File: config.mk
export PLATFORM = sky130hd
export DESIGN_NAME = mcpt_timer
export DESIGN_NICKNAME = d
export VERILOG_FILES = /design/src/rtl/mcpt_pkg.sv /design/src/rtl/mcpt_chan.sv /design/src/rtl/mcpt_timer.sv
export SDC_FILE = /design/constraint.sdc
export NUM_CORES = 1
export LEC_CHECK = 0
export BUFFER_PORTS_ARGS = -buffer_cell sky130_fd_sc_hd__clkbuf_2
export CAP_MARGIN = 5
export CORE_MARGIN = 1
export CORE_UTILIZATION = 45
export DETAILED_ROUTE_END_ITERATION = 8
export SYNTH_ARGS = -nofsm -noshare
export SYNTH_HDL_FRONTEND = slang
export SYNTH_HIERARCHICAL = 1
export SYNTH_SLANG_ARGS = --single-unit
File: constraint.sdc
create_clock -name sys_clk -period 4.8 [get_ports sys_clk]
set_clock_uncertainty 0.2 [all_clocks]
set_input_delay 0.24 -clock sys_clk [delete_from_list [all_inputs] [get_ports sys_clk]]
set_output_delay 0.24 -clock sys_clk [all_outputs]
set_load 0.02 [all_outputs]
File: src/rtl/mcpt_pkg.sv
package mcpt_pkg;

  typedef enum logic [2:0] {
    KIND_ADV = 3'h0,
    KIND_WIDE = 3'h1,
    KIND_STD = 3'h2,
    KIND_SINGLE = 3'h3,
    KIND_TWO = 3'h4,
    KIND_ONE_COMP = 3'h5,
    KIND_BASIC = 3'h6
  } mcpt_kind_t;

  localparam int ADDR_W = 8;
  localparam logic [7:0] OFS_CTRL = 8'h00;
  localparam logic [7:0] OFS_PSC = 8'h04;
  localparam logic [7:0] OFS_ARR = 8'h08;
  localparam logic [7:0] OFS_CNT = 8'h0c;
  localparam logic [7:0] OFS_CCMODE = 8'h10;
  localparam logic [7:0] OFS_DEADT = 8'h14;
  localparam logic [7:0] OFS_STATUS = 8'h18;
  localparam logic [7:0] OFS_MASK = 8'h1c;
  localparam logic [7:0] OFS_CCR0 = 8'h20;
  localparam logic [7:0] OFS_DMAEN = 8'h30;

  localparam int CTRL_W = 9;
  localparam int CTRL_EN = 0;
  localparam int CTRL_DIR = 1;
  localparam int CTRL_CMS = 2;
  localparam int CTRL_OPM = 4;
  localparam int CTRL_DBGF = 5;
  localparam int CTRL_ENC = 6;
  localparam int CTRL_SMS = 7;

  localparam int CCM_W = 3;
  localparam int CCM_POL = 2;
  localparam logic [1:0] CCM_OFF = 2'h0;
  localparam logic [1:0] CCM_TOGGLE = 2'h1;
  localparam logic [1:0] CCM_PWM = 2'h2;
  localparam logic [1:0] CCM_CAPT = 2'h3;

  localparam logic [1:0] SMS_OFF = 2'h0;
  localparam logic [1:0] SMS_RESET = 2'h1;
  localparam logic [1:0] SMS_GATED = 2'h2;
  localparam logic [1:0] SMS_TRIG = 2'h3;

  localparam int STAT_W = 5;
  localparam int STAT_UIF = 0;
  localparam int STAT_CC0 = 1;

  localparam logic [31:0] ARR_RST = 32'hffffffff;
  localparam logic [31:0] ZERO_RST = 32'h00000000;
  localparam logic [31:0] MASK_32 = 32'hffffffff;
  localparam logic [31:0] MASK_16 = 32'h0000ffff;

  localparam logic [1:0] RESP_OKAY = 2'h0;
  localparam logic [1:0] RESP_SLVERR = 2'h2;

endpackage : mcpt_pkg

File: src/rtl/mcpt_chan.sv
`timescale 1ns/10ps
module mcpt_chan (
  input wire logic clk,
  input wire logic rst_n,
  input wire logic active,
  input wire logic [1:0] mode,
  input wire logic pol,
  input wire logic [31:0] cnt,
  input wire logic moved,
  input wire logic in_lvl,
  input wire logic wr_ccr,
  input wire logic [31:0] wdata,
  output logic [31:0] ccr,
  output logic oc,
  output logic ev
);
  logic in_prev;
  wire edge_seen = pol ? (in_prev & ~in_lvl) : (~in_prev & in_lvl);
  wire cap = active && (mode == mcpt_pkg::CCM_CAPT) && edge_seen;
  wire is_out = active && ((mode == mcpt_pkg::CCM_TOGGLE) || (mode == mcpt_pkg::CCM_PWM));
  wire match = is_out && moved && (cnt == ccr);
  // full duty range
  // cnt below ccr gives 0 % at ccr 0 and 100 % once ccr passes the reload value
  wire pwm_lvl = (cnt < ccr) ^ pol;

  always_ff @(posedge clk or negedge rst_n) begin
    if (!rst_n) begin
      in_prev <= 1'b0;
      ccr <= mcpt_pkg::ZERO_RST;
      oc <= 1'b0;
      ev <= 1'b0;
    end else begin
      in_prev <= in_lvl;
      ev <= cap | match;
      if (cap) begin
        ccr <= cnt;
      end else if (wr_ccr) begin
        ccr <= wdata;
      end
      if (!is_out) begin
        oc <= 1'b0;
      end else if (mode == mcpt_pkg::CCM_PWM) begin
        oc <= pwm_lvl;
      end else if (match) begin
        oc <= ~oc;
      end
    end
  end
endmodule : mcpt_chan

File: src/rtl/mcpt_timer.sv
// Implementation choices: the register addresses and the AXI4-Lite slave port.
`timescale 1ns/10ps
module mcpt_timer #(
  parameter mcpt_pkg::mcpt_kind_t KIND = mcpt_pkg::KIND_ADV
) (
  input wire logic sys_clk,
  input wire logic rst_n,
  input wire logic [7:0] s_axi_awaddr,
  input wire logic s_axi_awvalid,
  output logic s_axi_awready,
  input wire logic [31:0] s_axi_wdata,
  input wire logic [3:0] s_axi_wstrb,
  input wire logic s_axi_wvalid,
  output logic s_axi_wready,
  output logic [1:0] s_axi_bresp,
  output logic s_axi_bvalid,
  input wire logic s_axi_bready,
  input wire logic [7:0] s_axi_araddr,
  input wire logic s_axi_arvalid,
  output logic s_axi_arready,
  output logic [31:0] s_axi_rdata,
  output logic [1:0] s_axi_rresp,
  output logic s_axi_rvalid,
  input wire logic s_axi_rready,
  input wire logic [3:0] ch_in,
  input wire logic trig_in,
  input wire logic dbg_halt,
  output logic [3:0] out_p,
  output logic [2:0] out_n,
  output logic trig_out,
  output logic [4:0] dma_req,
  output logic irq
);
  localparam logic [31:0] CMASK = (KIND == mcpt_pkg::KIND_WIDE) ? mcpt_pkg::MASK_32
                                                               : mcpt_pkg::MASK_16;
  localparam bit FULL = (KIND == mcpt_pkg::KIND_ADV) || (KIND == mcpt_pkg::KIND_WIDE) ||
                        (KIND == mcpt_pkg::KIND_STD);
  // single channel, two channels, basic has none
  localparam int NCH = FULL ? 4 : (KIND == mcpt_pkg::KIND_TWO) ? 2 :
                       (KIND == mcpt_pkg::KIND_BASIC) ? 0 : 1;
  // three complementary pairs on the advanced timer
  localparam int NCOMP = (KIND == mcpt_pkg::KIND_ADV) ? 3 :
                         ((KIND == mcpt_pkg::KIND_TWO) || (KIND == mcpt_pkg::KIND_ONE_COMP)) ? 1
                                                                                        : 0;

  function automatic logic [31:0] merge(input logic [31:0] old, input logic [31:0] nw,
                                        input logic [3:0] strb);
    logic [31:0] r;
    r = old;
    for (int b = 0; b < 4; b++) begin
      if (strb[b]) begin
        r[8*b+:8] = nw[8*b+:8];
      end
    end
    return r;
  endfunction : merge

  function automatic logic is_mapped(input logic [7:0] a);
    return (a[1:0] == 2'h0) && (a <= mcpt_pkg::OFS_DMAEN);
  endfunction : is_mapped

  // two-flop synchronisers for every pin
  logic [3:0] ch_s1, ch_s2, enc_prev;
  logic trig_s1, trig_s2, trig_prev, halt_s1, halt_s2;

  logic [mcpt_pkg::CTRL_W-1:0] ctrl;
  logic [15:0] psc, psc_cnt;
  logic [31:0] arr, cnt, next_cnt;
  logic [4*mcpt_pkg::CCM_W-1:0] ccmode;
  logic [7:0] deadt;
  logic [mcpt_pkg::STAT_W-1:0] status, mask, dmaen, next_status;
  logic cdir, next_cdir, wrap, moved;
  logic [3:0][31:0] ccr;
  logic [3:0] oc, cc_ev;
  logic [2:0][7:0] dt_cnt;
  logic [2:0] oc_prev;

  // bus slave
  logic aw_hold, w_hold;
  logic [7:0] aw_q;
  logic [31:0] w_q;
  logic [3:0] strb_q;
  wire aw_fire = s_axi_awvalid & s_axi_awready;
  wire w_fire = s_axi_wvalid & s_axi_wready;
  wire wr_go = aw_hold & w_hold & ~s_axi_bvalid;
  wire next_aw_hold = (aw_hold | aw_fire) & ~wr_go;
  wire next_w_hold = (w_hold | w_fire) & ~wr_go;
  wire ar_fire = s_axi_arvalid & s_axi_arready;
  wire next_rvalid = (s_axi_rvalid & ~s_axi_rready) | ar_fire;

  wire wr_ctrl = wr_go && (aw_q == mcpt_pkg::OFS_CTRL);
  wire wr_psc = wr_go && (aw_q == mcpt_pkg::OFS_PSC);
  wire wr_arr = wr_go && (aw_q == mcpt_pkg::OFS_ARR);
  wire wr_cnt = wr_go && (aw_q == mcpt_pkg::OFS_CNT);
  wire wr_ccm = wr_go && (aw_q == mcpt_pkg::OFS_CCMODE);
  wire wr_dt = wr_go && (aw_q == mcpt_pkg::OFS_DEADT);
  wire wr_stat = wr_go && (aw_q == mcpt_pkg::OFS_STATUS);
  wire wr_mask = wr_go && (aw_q == mcpt_pkg::OFS_MASK);
  wire wr_dma = wr_go && (aw_q == mcpt_pkg::OFS_DMAEN);
  wire [31:0] wmerged = merge(32'h0, w_q, strb_q);
  wire [31:0] ctrl_w = merge(32'(ctrl), w_q, strb_q);
  wire [31:0] psc_w = merge(32'(psc), w_q, strb_q);

  wire [7:0] ra = s_axi_araddr;
  wire [31:0] rd_word =
    (ra == mcpt_pkg::OFS_CTRL) ? 32'(ctrl) :
    (ra == mcpt_pkg::OFS_PSC) ? 32'(psc) :
    (ra == mcpt_pkg::OFS_ARR) ? arr :
    (ra == mcpt_pkg::OFS_CNT) ? cnt :
    (ra == mcpt_pkg::OFS_CCMODE) ? 32'(ccmode) :
    (ra == mcpt_pkg::OFS_DEADT) ? 32'(deadt) :
    (ra == mcpt_pkg::OFS_STATUS) ? 32'(status) :
    (ra == mcpt_pkg::OFS_MASK) ? 32'(mask) :
    (ra == mcpt_pkg::OFS_DMAEN) ? 32'(dmaen) :
    (ra[7:4] == 4'h2) ? ccr[ra[3:2]] : 32'h0;

  always_ff @(posedge sys_clk or negedge rst_n) begin
    if (!rst_n) begin
      aw_hold <= 1'b0;
      w_hold <= 1'b0;
      aw_q <= 8'h0;
      w_q <= 32'h0;
      strb_q <= 4'h0;
      s_axi_awready <= 1'b0;
      s_axi_wready <= 1'b0;
      s_axi_bvalid <= 1'b0;
      s_axi_bresp <= mcpt_pkg::RESP_OKAY;
      s_axi_arready <= 1'b0;
      s_axi_rvalid <= 1'b0;
      s_axi_rdata <= 32'h0;
      s_axi_rresp <= mcpt_pkg::RESP_OKAY;
    end else begin
      aw_hold <= next_aw_hold;
      w_hold <= next_w_hold;
      s_axi_awready <= ~next_aw_hold;
      s_axi_wready <= ~next_w_hold;
      s_axi_arready <= ~next_rvalid;
      s_axi_rvalid <= next_rvalid;
      if (aw_fire) begin
        aw_q <= s_axi_awaddr;
      end
      if (w_fire) begin
        w_q <= s_axi_wdata;
        strb_q <= s_axi_wstrb;
      end
      if (wr_go) begin
        s_axi_bvalid <= 1'b1;
        s_axi_bresp <= is_mapped(aw_q) ? mcpt_pkg::RESP_OKAY : mcpt_pkg::RESP_SLVERR;
      end else if (s_axi_bready) begin
        s_axi_bvalid <= 1'b0;
      end
      if (ar_fire) begin
        s_axi_rdata <= is_mapped(ra) ? rd_word : 32'h0;
        s_axi_rresp <= is_mapped(ra) ? mcpt_pkg::RESP_OKAY : mcpt_pkg::RESP_SLVERR;
      end
    end
  end

  // counter control
  wire [1:0] sms = ctrl[mcpt_pkg::CTRL_SMS+:2];
  wire frozen = ctrl[mcpt_pkg::CTRL_DBGF] & halt_s2;
  wire enc_on = FULL && ctrl[mcpt_pkg::CTRL_ENC];
  wire [1:0] cms = FULL ? ctrl[mcpt_pkg::CTRL_CMS+:2] : 2'h0;
  wire trig_rise = trig_s2 & ~trig_prev;
  wire sync_rst = (sms == mcpt_pkg::SMS_RESET) && trig_rise;
  wire gate_ok = (sms != mcpt_pkg::SMS_GATED) || trig_s2;
  wire run = ctrl[mcpt_pkg::CTRL_EN] & ~frozen & gate_ok;
  wire psc_hit = psc_cnt == psc;
  // x4 quadrature decode, phase a leading b counts up
  wire enc_step = (ch_s2[0] ^ enc_prev[0]) | (ch_s2[1] ^ enc_prev[1]);
  wire enc_up = ch_s2[0] ^ enc_prev[1];
  wire step = run & (enc_on ? enc_step : psc_hit);
  wire [31:0] arr_m = arr & CMASK;
  wire at_top = cnt == arr_m;
  wire at_zero = cnt == 32'h0;
  wire down = enc_on ? ~enc_up : (cms != 2'h0) ? cdir : (FULL & ctrl[mcpt_pkg::CTRL_DIR]);
  wire uev = sync_rst | (step & wrap);
  wire [4:0] events = {cc_ev, uev};

  always_comb begin
    next_cnt = cnt;
    next_cdir = cdir;
    wrap = 1'b0;
    if (step) begin
      if (down) begin
        wrap = at_zero;
        next_cnt = at_zero ? ((cms != 2'h0) ? (cnt + 32'h1) & CMASK : arr_m) : cnt - 32'h1;
        next_cdir = at_zero ? 1'b0 : cdir;
      end else begin
        wrap = at_top;
        next_cnt = at_top ? ((cms != 2'h0) ? (cnt - 32'h1) & CMASK : 32'h0)
                          : (cnt + 32'h1) & CMASK;
        next_cdir = at_top ? 1'b1 : cdir;
      end
    end
  end

  // set wins over the write-one clear
  assign next_status = (status & ~(wr_stat ? wmerged[mcpt_pkg::STAT_W-1:0] : 5'h0)) | events;
  // irq sees a mask written in the same cycle, so it never lags the status
  wire [mcpt_pkg::STAT_W-1:0] next_mask = wr_mask ? wmerged[mcpt_pkg::STAT_W-1:0] : mask;

  always_ff @(posedge sys_clk or negedge rst_n) begin
    if (!rst_n) begin
      {ch_s1, ch_s2, enc_prev} <= 12'h0;
      {trig_s1, trig_s2, trig_prev, halt_s1, halt_s2} <= 5'h0;
      ctrl <= '0;
      psc <= 16'h0;
      arr <= mcpt_pkg::ARR_RST;
      ccmode <= '0;
      deadt <= 8'h0;
      mask <= '0;
      dmaen <= '0;
    end else begin
      ch_s1 <= ch_in;
      ch_s2 <= ch_s1;
      enc_prev <= ch_s2;
      trig_s1 <= trig_in;
      trig_s2 <= trig_s1;
      trig_prev <= trig_s2;
      halt_s1 <= dbg_halt;
      halt_s2 <= halt_s1;
      if (wr_ctrl) begin
        ctrl <= ctrl_w[mcpt_pkg::CTRL_W-1:0];
      end else if (uev && ctrl[mcpt_pkg::CTRL_OPM]) begin
        // one-pulse mode stops after one period
        ctrl[mcpt_pkg::CTRL_EN] <= 1'b0;
      end
      if (sms == mcpt_pkg::SMS_TRIG && trig_rise) begin
        ctrl[mcpt_pkg::CTRL_EN] <= 1'b1;
      end
      if (wr_psc) psc <= psc_w[15:0];
      if (wr_arr) arr <= merge(arr, w_q, strb_q);
      if (wr_ccm) ccmode <= wmerged[4*mcpt_pkg::CCM_W-1:0];
      if (wr_dt) deadt <= wmerged[7:0];
      if (wr_mask) mask <= next_mask;
      if (wr_dma) dmaen <= wmerged[mcpt_pkg::STAT_W-1:0];
    end
  end

  always_ff @(posedge sys_clk or negedge rst_n) begin
    if (!rst_n) begin
      psc_cnt <= 16'h0;
      cnt <= mcpt_pkg::ZERO_RST;
      cdir <= 1'b0;
      moved <= 1'b0;
      status <= '0;
      irq <= 1'b0;
      dma_req <= 5'h0;
      trig_out <= 1'b0;
    end else begin
      // prescaler divides by psc plus one
      psc_cnt <= (sync_rst | wr_psc | (run & psc_hit)) ? 16'h0
               : (run & ~enc_on) ? psc_cnt + 16'h1 : psc_cnt;
      cnt <= sync_rst ? 32'h0 : wr_cnt ? (merge(cnt, w_q, strb_q) & CMASK) : next_cnt;
      cdir <= sync_rst ? 1'b0 : next_cdir;
      moved <= step;
      status <= next_status;
      irq <= |(next_status & next_mask);
      dma_req <= events & dmaen;
      // update drives the trigger and dac line
      trig_out <= uev;
    end
  end

  for (genvar i = 0; i < 4; i++) begin : g_ch
    mcpt_chan u_chan (
      .clk(sys_clk),
      .rst_n(rst_n),
      .active(i < NCH),
      .mode(ccmode[i*mcpt_pkg::CCM_W+:2]),
      .pol(ccmode[i*mcpt_pkg::CCM_W+mcpt_pkg::CCM_POL]),
      .cnt(cnt),
      .moved(moved),
      .in_lvl(ch_s2[i]),
      .wr_ccr(wr_go && (aw_q == mcpt_pkg::OFS_CCR0 + 8'(4 * i))),
      .wdata(merge(ccr[i], w_q, strb_q)),
      .ccr(ccr[i]),
      .oc(oc[i]),
      .ev(cc_ev[i])
    );
  end

  for (genvar i = 0; i < 3; i++) begin : g_dt
    wire comp = i < NCOMP;
    always_ff @(posedge sys_clk or negedge rst_n) begin
      if (!rst_n) begin
        dt_cnt[i] <= 8'h0;
        oc_prev[i] <= 1'b0;
        out_n[i] <= 1'b0;
      end else begin
        oc_prev[i] <= oc[i];
        // dead time restarts on every edge of the reference
        dt_cnt[i] <= (oc[i] != oc_prev[i]) ? deadt : (dt_cnt[i] != 8'h0) ? dt_cnt[i] - 8'h1 : 8'h0;
        // force inactive so power switches turn off
        out_n[i] <= comp && !frozen && !oc[i] && (oc[i] == oc_prev[i]) && dt_cnt[i] == 8'h0;
      end
    end
  end

  for (genvar i = 0; i < 4; i++) begin : g_outp
    wire comp = i < NCOMP;
    wire gap = (i < 3) ? ((oc[i] != oc_prev[i % 3]) || dt_cnt[i % 3] != 8'h0) : 1'b0;
    always_ff @(posedge sys_clk or negedge rst_n) begin
      if (!rst_n) begin
        out_p[i] <= 1'b0;
      end else begin
        // high side waits out the dead time
        out_p[i] <= !frozen && oc[i] && !(comp && gap);
      end
    end
  end
endmodule : mcpt_timer
==> results of run 1 <==
layer usage:
| layer | wire [um] | share of wire, % | vias to the layer above | GRT usage, % |
|---|---|---|---|---|
| li1 | - | - | 10270 | - |
| met1 | 38630 | 44 | 11134 | 42.47 |
| met2 | 39840 | 46 | 872 | 45.90 |
| met3 | 6269 | 7.2 | 166 | 4.549 |
| met4 | 2607 | 3.0 | 0 | 9.489 |
| met5 | 0 | 0 | - | 0 |
critical path: cells and delay by family, from the launching register on:
| kind | cells | cell delay (ns) |
|---|---|---|
| flops | 1 | 0.56 |
| simple gates | 4 | 2.44 |
| compound gates | 3 | 0.69 |
cell type report:
| cell class | instances | area (um2) |
|---|---|---|
| clock inverters | 29 | 364.1 |
| repair buffers | 231 | 1638 |
| flip-flops and latches | 423 | 10630 |
| multi-input cells | 1992 | 13990 |
| inverters | 293 | 1100 |
| clock buffers | 65 | 1379 |
| fillers | 5262 | 27530 |
| well taps | 765 | 957.2 |
per-stage QoR:
step	std cells	total power [mW]
floorplan	2854	8.314
global placement	3645	9.783
detailed placement	3645	9.961
CTS	3797	14.09
global route	3798	14.91
finish	3798	14.08
cell usage after synthesis, types with 31 or more instances:
| library cell | instances |
|---|---|
| a21oi_1 | 109 |
| clkbuf_1 | 115 |
| dfrtp_1 | 391 |
| dfstp_2 | 32 |
| ha_1 | 142 |
| inv_1 | 293 |
| mux2_2 | 102 |
| mux2i_1 | 138 |
| mux4_2 | 33 |
| nand2_1 | 359 |
| nand3_1 | 53 |
| nand4_1 | 31 |
| nor2_1 | 116 |
| nor3_1 | 43 |
| o21ai_0 | 356 |
| xnor2_1 | 74 |
logic make-up (layout without fill, tap and decap cells):
logic type / Yosys count / in the layout / synth area share [%]
AOI/OAI and AO/OA: 692 / 692 / 15.80
other: 2 / 10 / 0.02866
xor gates and xnor gates: 100 / 100 / 3.343
DFF: 423 / 423 / 40.55
adders and majority gates: 142 / 142 / 6.781
buffers and inverters: 439 / 618 / 6.404
and+or+nand+nor: 775 / 775 / 14.60
muxes: 273 / 273 / 12.49
power groups by stage:
| stage | combinational, mW | sequential, mW | clock [mW] |
|---|---|---|---|
| 3_5_place_dp | 4.60 | 5.36 | 0 |
| 4_1_cts | 4.65 | 5.30 | 4.13 |
| 5_1_grt | 5.20 | 5.43 | 4.28 |
| 3_3_place_gp | 4.47 | 5.31 | 0 |
| 2_1_floorplan | 3.34 | 4.98 | 0 |
| 6_report | 4.70 | 5.32 | 4.06 |
state kept, by name, indices dropped and copies added (netlist names), 9 cells and up:
register and cells:
psc_cnt 16, cnt 32, g_ch.u_chan/ccr 128, ctrl 9, ccmode 12, arr 32
psc 16, s_axi_rdata 32, w_q 32, dt_cnt 24
final timing paths:
path,start,to,slack [ns]
max,cnt[23],irq,0.79
min,ch_in[2],ch_s1[2],0.08
max reg2reg,cnt[23],irq,0.79
min reg2reg,ch_s1[3],ch_s2[3],0.14
max in group asynchronous,rst_n,psc_cnt[14],3.05
min in group asynchronous,rst_n,g_ch[0].u_chan/ccr[2],0.10
==> flow_summary.toml, run 1 <==
[run_status]
status = "finished, final reports clean"

[grt]
first_global_vias = 21815
grt_antenna_before_repair = 3
grt_start_max_net_pins = 113
grt_pass1_wl_um = 135600
track_usage_pct = 29.66
grt-ovfl-total = 0

[clocking]
clock_sinks = 423
htree_levels = 2
tritoncts = "yes"
cts_root_buf = "clkbuf_16"
post-cts-setup-buffer-count = 0
post_cts_resized = 0
cts_buffer_depth = 3
numCtsBuffers = 50
holdBufCountCts = 58
worstSkewPairLatency_ns = 0.61
path_clk_slew_ns = 0.06

[pwr]
internal_power_mw = 8.544
p_leak_nw = 14.62
clkPwrFrac_pct = 28.8
p_per_area_nw_per_um2 = 468.6
comb_power_share_pct = 33.4
pwr-share-seq_pct = 37.8
switchingPower_mw = 5.538
p_sw_share_pct = 39.33
ir_drop_v = 0.0003040

[setup_path]
startpoint_type = "register"
crit_path_top_delay_cell = "nor4_1"
cp-end-kind = "register"
cp.required_ns = 5.11
max_stage_delay_ns = 0.80
path_cells = "nor4_1 > nor4b_1 > nand4_1 > nor2_2 > a21oi_1 > o211a_1 > o2111ai_1"
ff2ff_path_depth = 7
path_max_fanout = 15
critical_path_class = "reg -> reg"
cp.arrival_ns = 4.31

[timing]
rsz0062_at_grt = "no"
finalWorstSetupSlack_ns = 0.7948
hold_violations = 0
max_slew_margin_pct = 26.17
min_period_ns = 4.005
worst_pin_slew_ns = 1.107
setup_viol = 0
fin_crit_sh_pct = 83.44
whs_ns = 0.08284
clock.fmax_ghz = 0.2497
final_max_slew_viol_count = 0
tns_ns = 0

[yosys]
synth-seq-area-share_pct = 40.55
synth_edf_count = 0
synth_warnings = 6
yosysUniqueCellTypes = 84
yosysTopAreaCell = "dfrtp_1"
synthTopCellsByArea = "dfrtp_1 (37%), o21ai_0 (6.8%), ha_1 (6.8%)"
async_flop_share_pct = 100.0
syn_avg_cell_area_um2 = 9.206
synth_cells = 2846
synth_seq_cells = 423
synth.top_cell.area_share_pct = 37.34
synth_top_flop_cell = "dfrtp_1"
syn-cell-area_um2 = 26200

[placement]
place_ws_ns = 0.9634
place_hpwl_um = 60670
placedInstanceArea_um2 = 27720
place_congestion = 0.9428
port_buffers = 117

[final_layout]
design_area_um2 = 30050
area_delta_synth_final_pct = 14.70
drive_above_1_share_pct = 16.22
mostFrequentLayoutCell = "dfrtp_1"
final_util_pct = 52.19
nets = 3198
antenna-diode-count = 0
final_cell_mix = "dfrtp_1 (391), nand2_1 (359), o21ai_0 (356), inv_1 (293), ha_1 (142)"

[die]
core_um2 = 57590
fp-row-count = 88
io-pin-count = 120
dieArea_um2 = 59190
die_y_um = 243.3
die_x_um = 243.3
initial_utilization_pct = 45.50

[routing]
drcViolationCount = 0
routed_wl_um = 87350
dr_total_vias = 22442
ant_nets = 0
first_iter_violations = 2017
vias_per_cell = 5.909
detail_route.first_pass.iterations = 6
wire_per_inst_um = 23.00

[flow_run]
cap_violations = 0

[min_path]
hp-class = "in -> reg"
min_path_cells = 2
No activity file was read; power rests on OpenSTA's default activity.
==> run 2, diff against run 1 <==
clock period = 3.42 ns   (was 4.8 ns; I/O delays follow)
==> run 2 against run 1 <==
Cell count rose by 2.0%. Sequential share of layout area fell by 0.79 points. Non-clock buffer count rose by 80. Critical path depth rose by 3. Sequential cell count did not move. Combinational power rose by 55%. Wire length rose by 1.8%. Worst setup slack got worse by 0.60 ns. Critical endpoint is now cnt[3]. Highest routed layer is now met5.
==> flow_summary.toml, run 2 (synthesized netlist as in run 1, its figures left out) <==
[routing]
drcViolationCount = 0
detail_route.first_pass.iterations = 6
first_iter_violations = 2231
vias_per_cell = 5.853
routed_wl_um = 88940
wire_per_inst_um = 22.96
dr_total_vias = 22676
ant_nets = 0

[timing]
max_slew_margin_pct = 13.93
clock.fmax_ghz = 0.3098
rsz0062_at_grt = "no"
fin_crit_sh_pct = 94.39
setup_viol = 0
final_max_slew_viol_count = 0
whs_ns = 0.02850
hold_violations = 0
finalWorstSetupSlack_ns = 0.1919
tns_ns = 0
min_period_ns = 3.228
worst_pin_slew_ns = 1.286

[placement]
placedInstanceArea_um2 = 28370
place_hpwl_um = 62300
place_ws_ns = 0.1048
port_buffers = 117
place_congestion = 0.9518
dp.cells = 3715

[setup_path]
cp.required_ns = 3.69
cp-end-kind = "register"
critPathTopFamily = "simple AND/OR/NAND/NOR gates"
cp.arrival_ns = 3.50
cp-startpoint = "cnt[10]"
startpoint_type = "register"
path_max_fanout = 9
path_common_cell = "buf_4"
r2r_start = "cnt[10]"
path_cells = "buf_4 > xnor2_1 > nand4_1 > nor4_2 > buf_4 > and2_1 > buf_4 > mux2i_1 > a2111oi_0 > a2bb2oi_1"
crit_path_top_delay_cell = "dfrtp_1"
critPathBufInv = 3
max_stage_delay_ns = 0.54
critical_path_class = "reg -> reg"

[die]
io-pin-count = 120
fp-row-count = 88
die_x_um = 243.3
dieArea_um2 = 59190
initial_utilization_pct = 45.50
core_um2 = 57590
die_y_um = 243.3

[final_layout]
finalNonFillerCells = 3874
mostFrequentLayoutCell = "dfrtp_1"
final_util_pct = 53.39
final_cell_mix = "dfrtp_1 (391), nand2_1 (358), o21ai_0 (356), inv_1 (293), ha_1 (142)"
nets = 3278
max_flop_register = "g_ch.u_chan/ccr"
fillerInstances = 5213
area_delta_synth_final_pct = 17.33
drive_above_1_share_pct = 17.95
largest_register_ff_count = 128
design_area_um2 = 30740
antenna-diode-count = 0

[clocking]
tritoncts = "yes"
numCtsBuffers = 50
worstSkewPairLatency_ns = 0.61
htree_levels = 2
path_clk_slew_ns = 0.06
clock_sinks = 423
cts_buffer_depth = 3
cts_root_buf = "clkbuf_16"

[grt]
met3_usage_pct = 4.307
grt-ovfl-total = 0
grt_antenna_before_repair = 2
grt_start_max_net_pins = 113
busiest_layer = "met2"
first_global_vias = 22587
track_usage_pct = 30.19
use_met1_pct = 41.98
grt_pass1_wl_um = 137700
grt_util_met2_pct = 48.21

[run_status]
status = "finished, final reports clean"

[min_path]
hp-class = "in -> reg"
min-delay-start = "trig_in"

[pwr]
p_total_mw = 20.24
p_leak_nw = 15.01
ir_drop_v = 0.0004549
p_per_area_nw_per_um2 = 658.2

[flow_run]
cap_violations = 0
[run 2: cell count changes in the layout (fill, tap and decap cells not counted), moves of 2 or more]
cell / change
buf_4: +62
buf_12: +10
dlygate4sd3_1: +9
clkbuf_8: +3
clkinv_4: -3
clkinvlp_4: -2
[run 2: cell type report]
class	instances	area (um2)	area share [%]
clock buffer	69	1424	4.631
clock inverter	21	264.0	0.8587
inverter	293	1100	3.577
multi-input combinational	1992	13990	45.51
sequential	423	10630	34.56
tap	765	957.2	3.113
timing repair buffer	311	2382	7.749
[run 2: path summary, 6_finish.rpt]
check	endpoint	cells after the start	slack [ns]
max in group asynchronous	arr[17]	3	1.95
worst max-delay path	cnt[3]	10	0.19
worst min register to register	ch_s2[2]	0	0.16
min in group asynchronous	dt_cnt[15]	2	0.06
worst max register to register	cnt[3]	10	0.19
worst min-delay path	trig_s1	2	0.03
[run 2: per-layer routing]
metal,part of all wire (%),vias to the layer above
met5,0.015,-
met3,6.3,176
met1,45,11273
met2,46,817
li1,-,10408
met4,3.1,2
[run 2: power breakdown]
part           switching, mW  total, mW  internal (mW)  leakage, nW
Combinational           4.33       7.28           2.95         9.28
Clock                   2.24       5.58           3.35        0.834
Sequential              1.37       7.37           6.00         4.90
Total                   7.94       20.2           12.3         15.0
[run 2: what timing repair did]
| action | in CTS | in global routing |
|---|---|---|
| gates resized for setup | 0 | 1 |
| hold endpoints to repair | 159 | 0 |
| setup buffers | 0 | 2 |
| endpoints found under the setup margin | 0 | 16 |
| hold buffers | 67 | 0 |
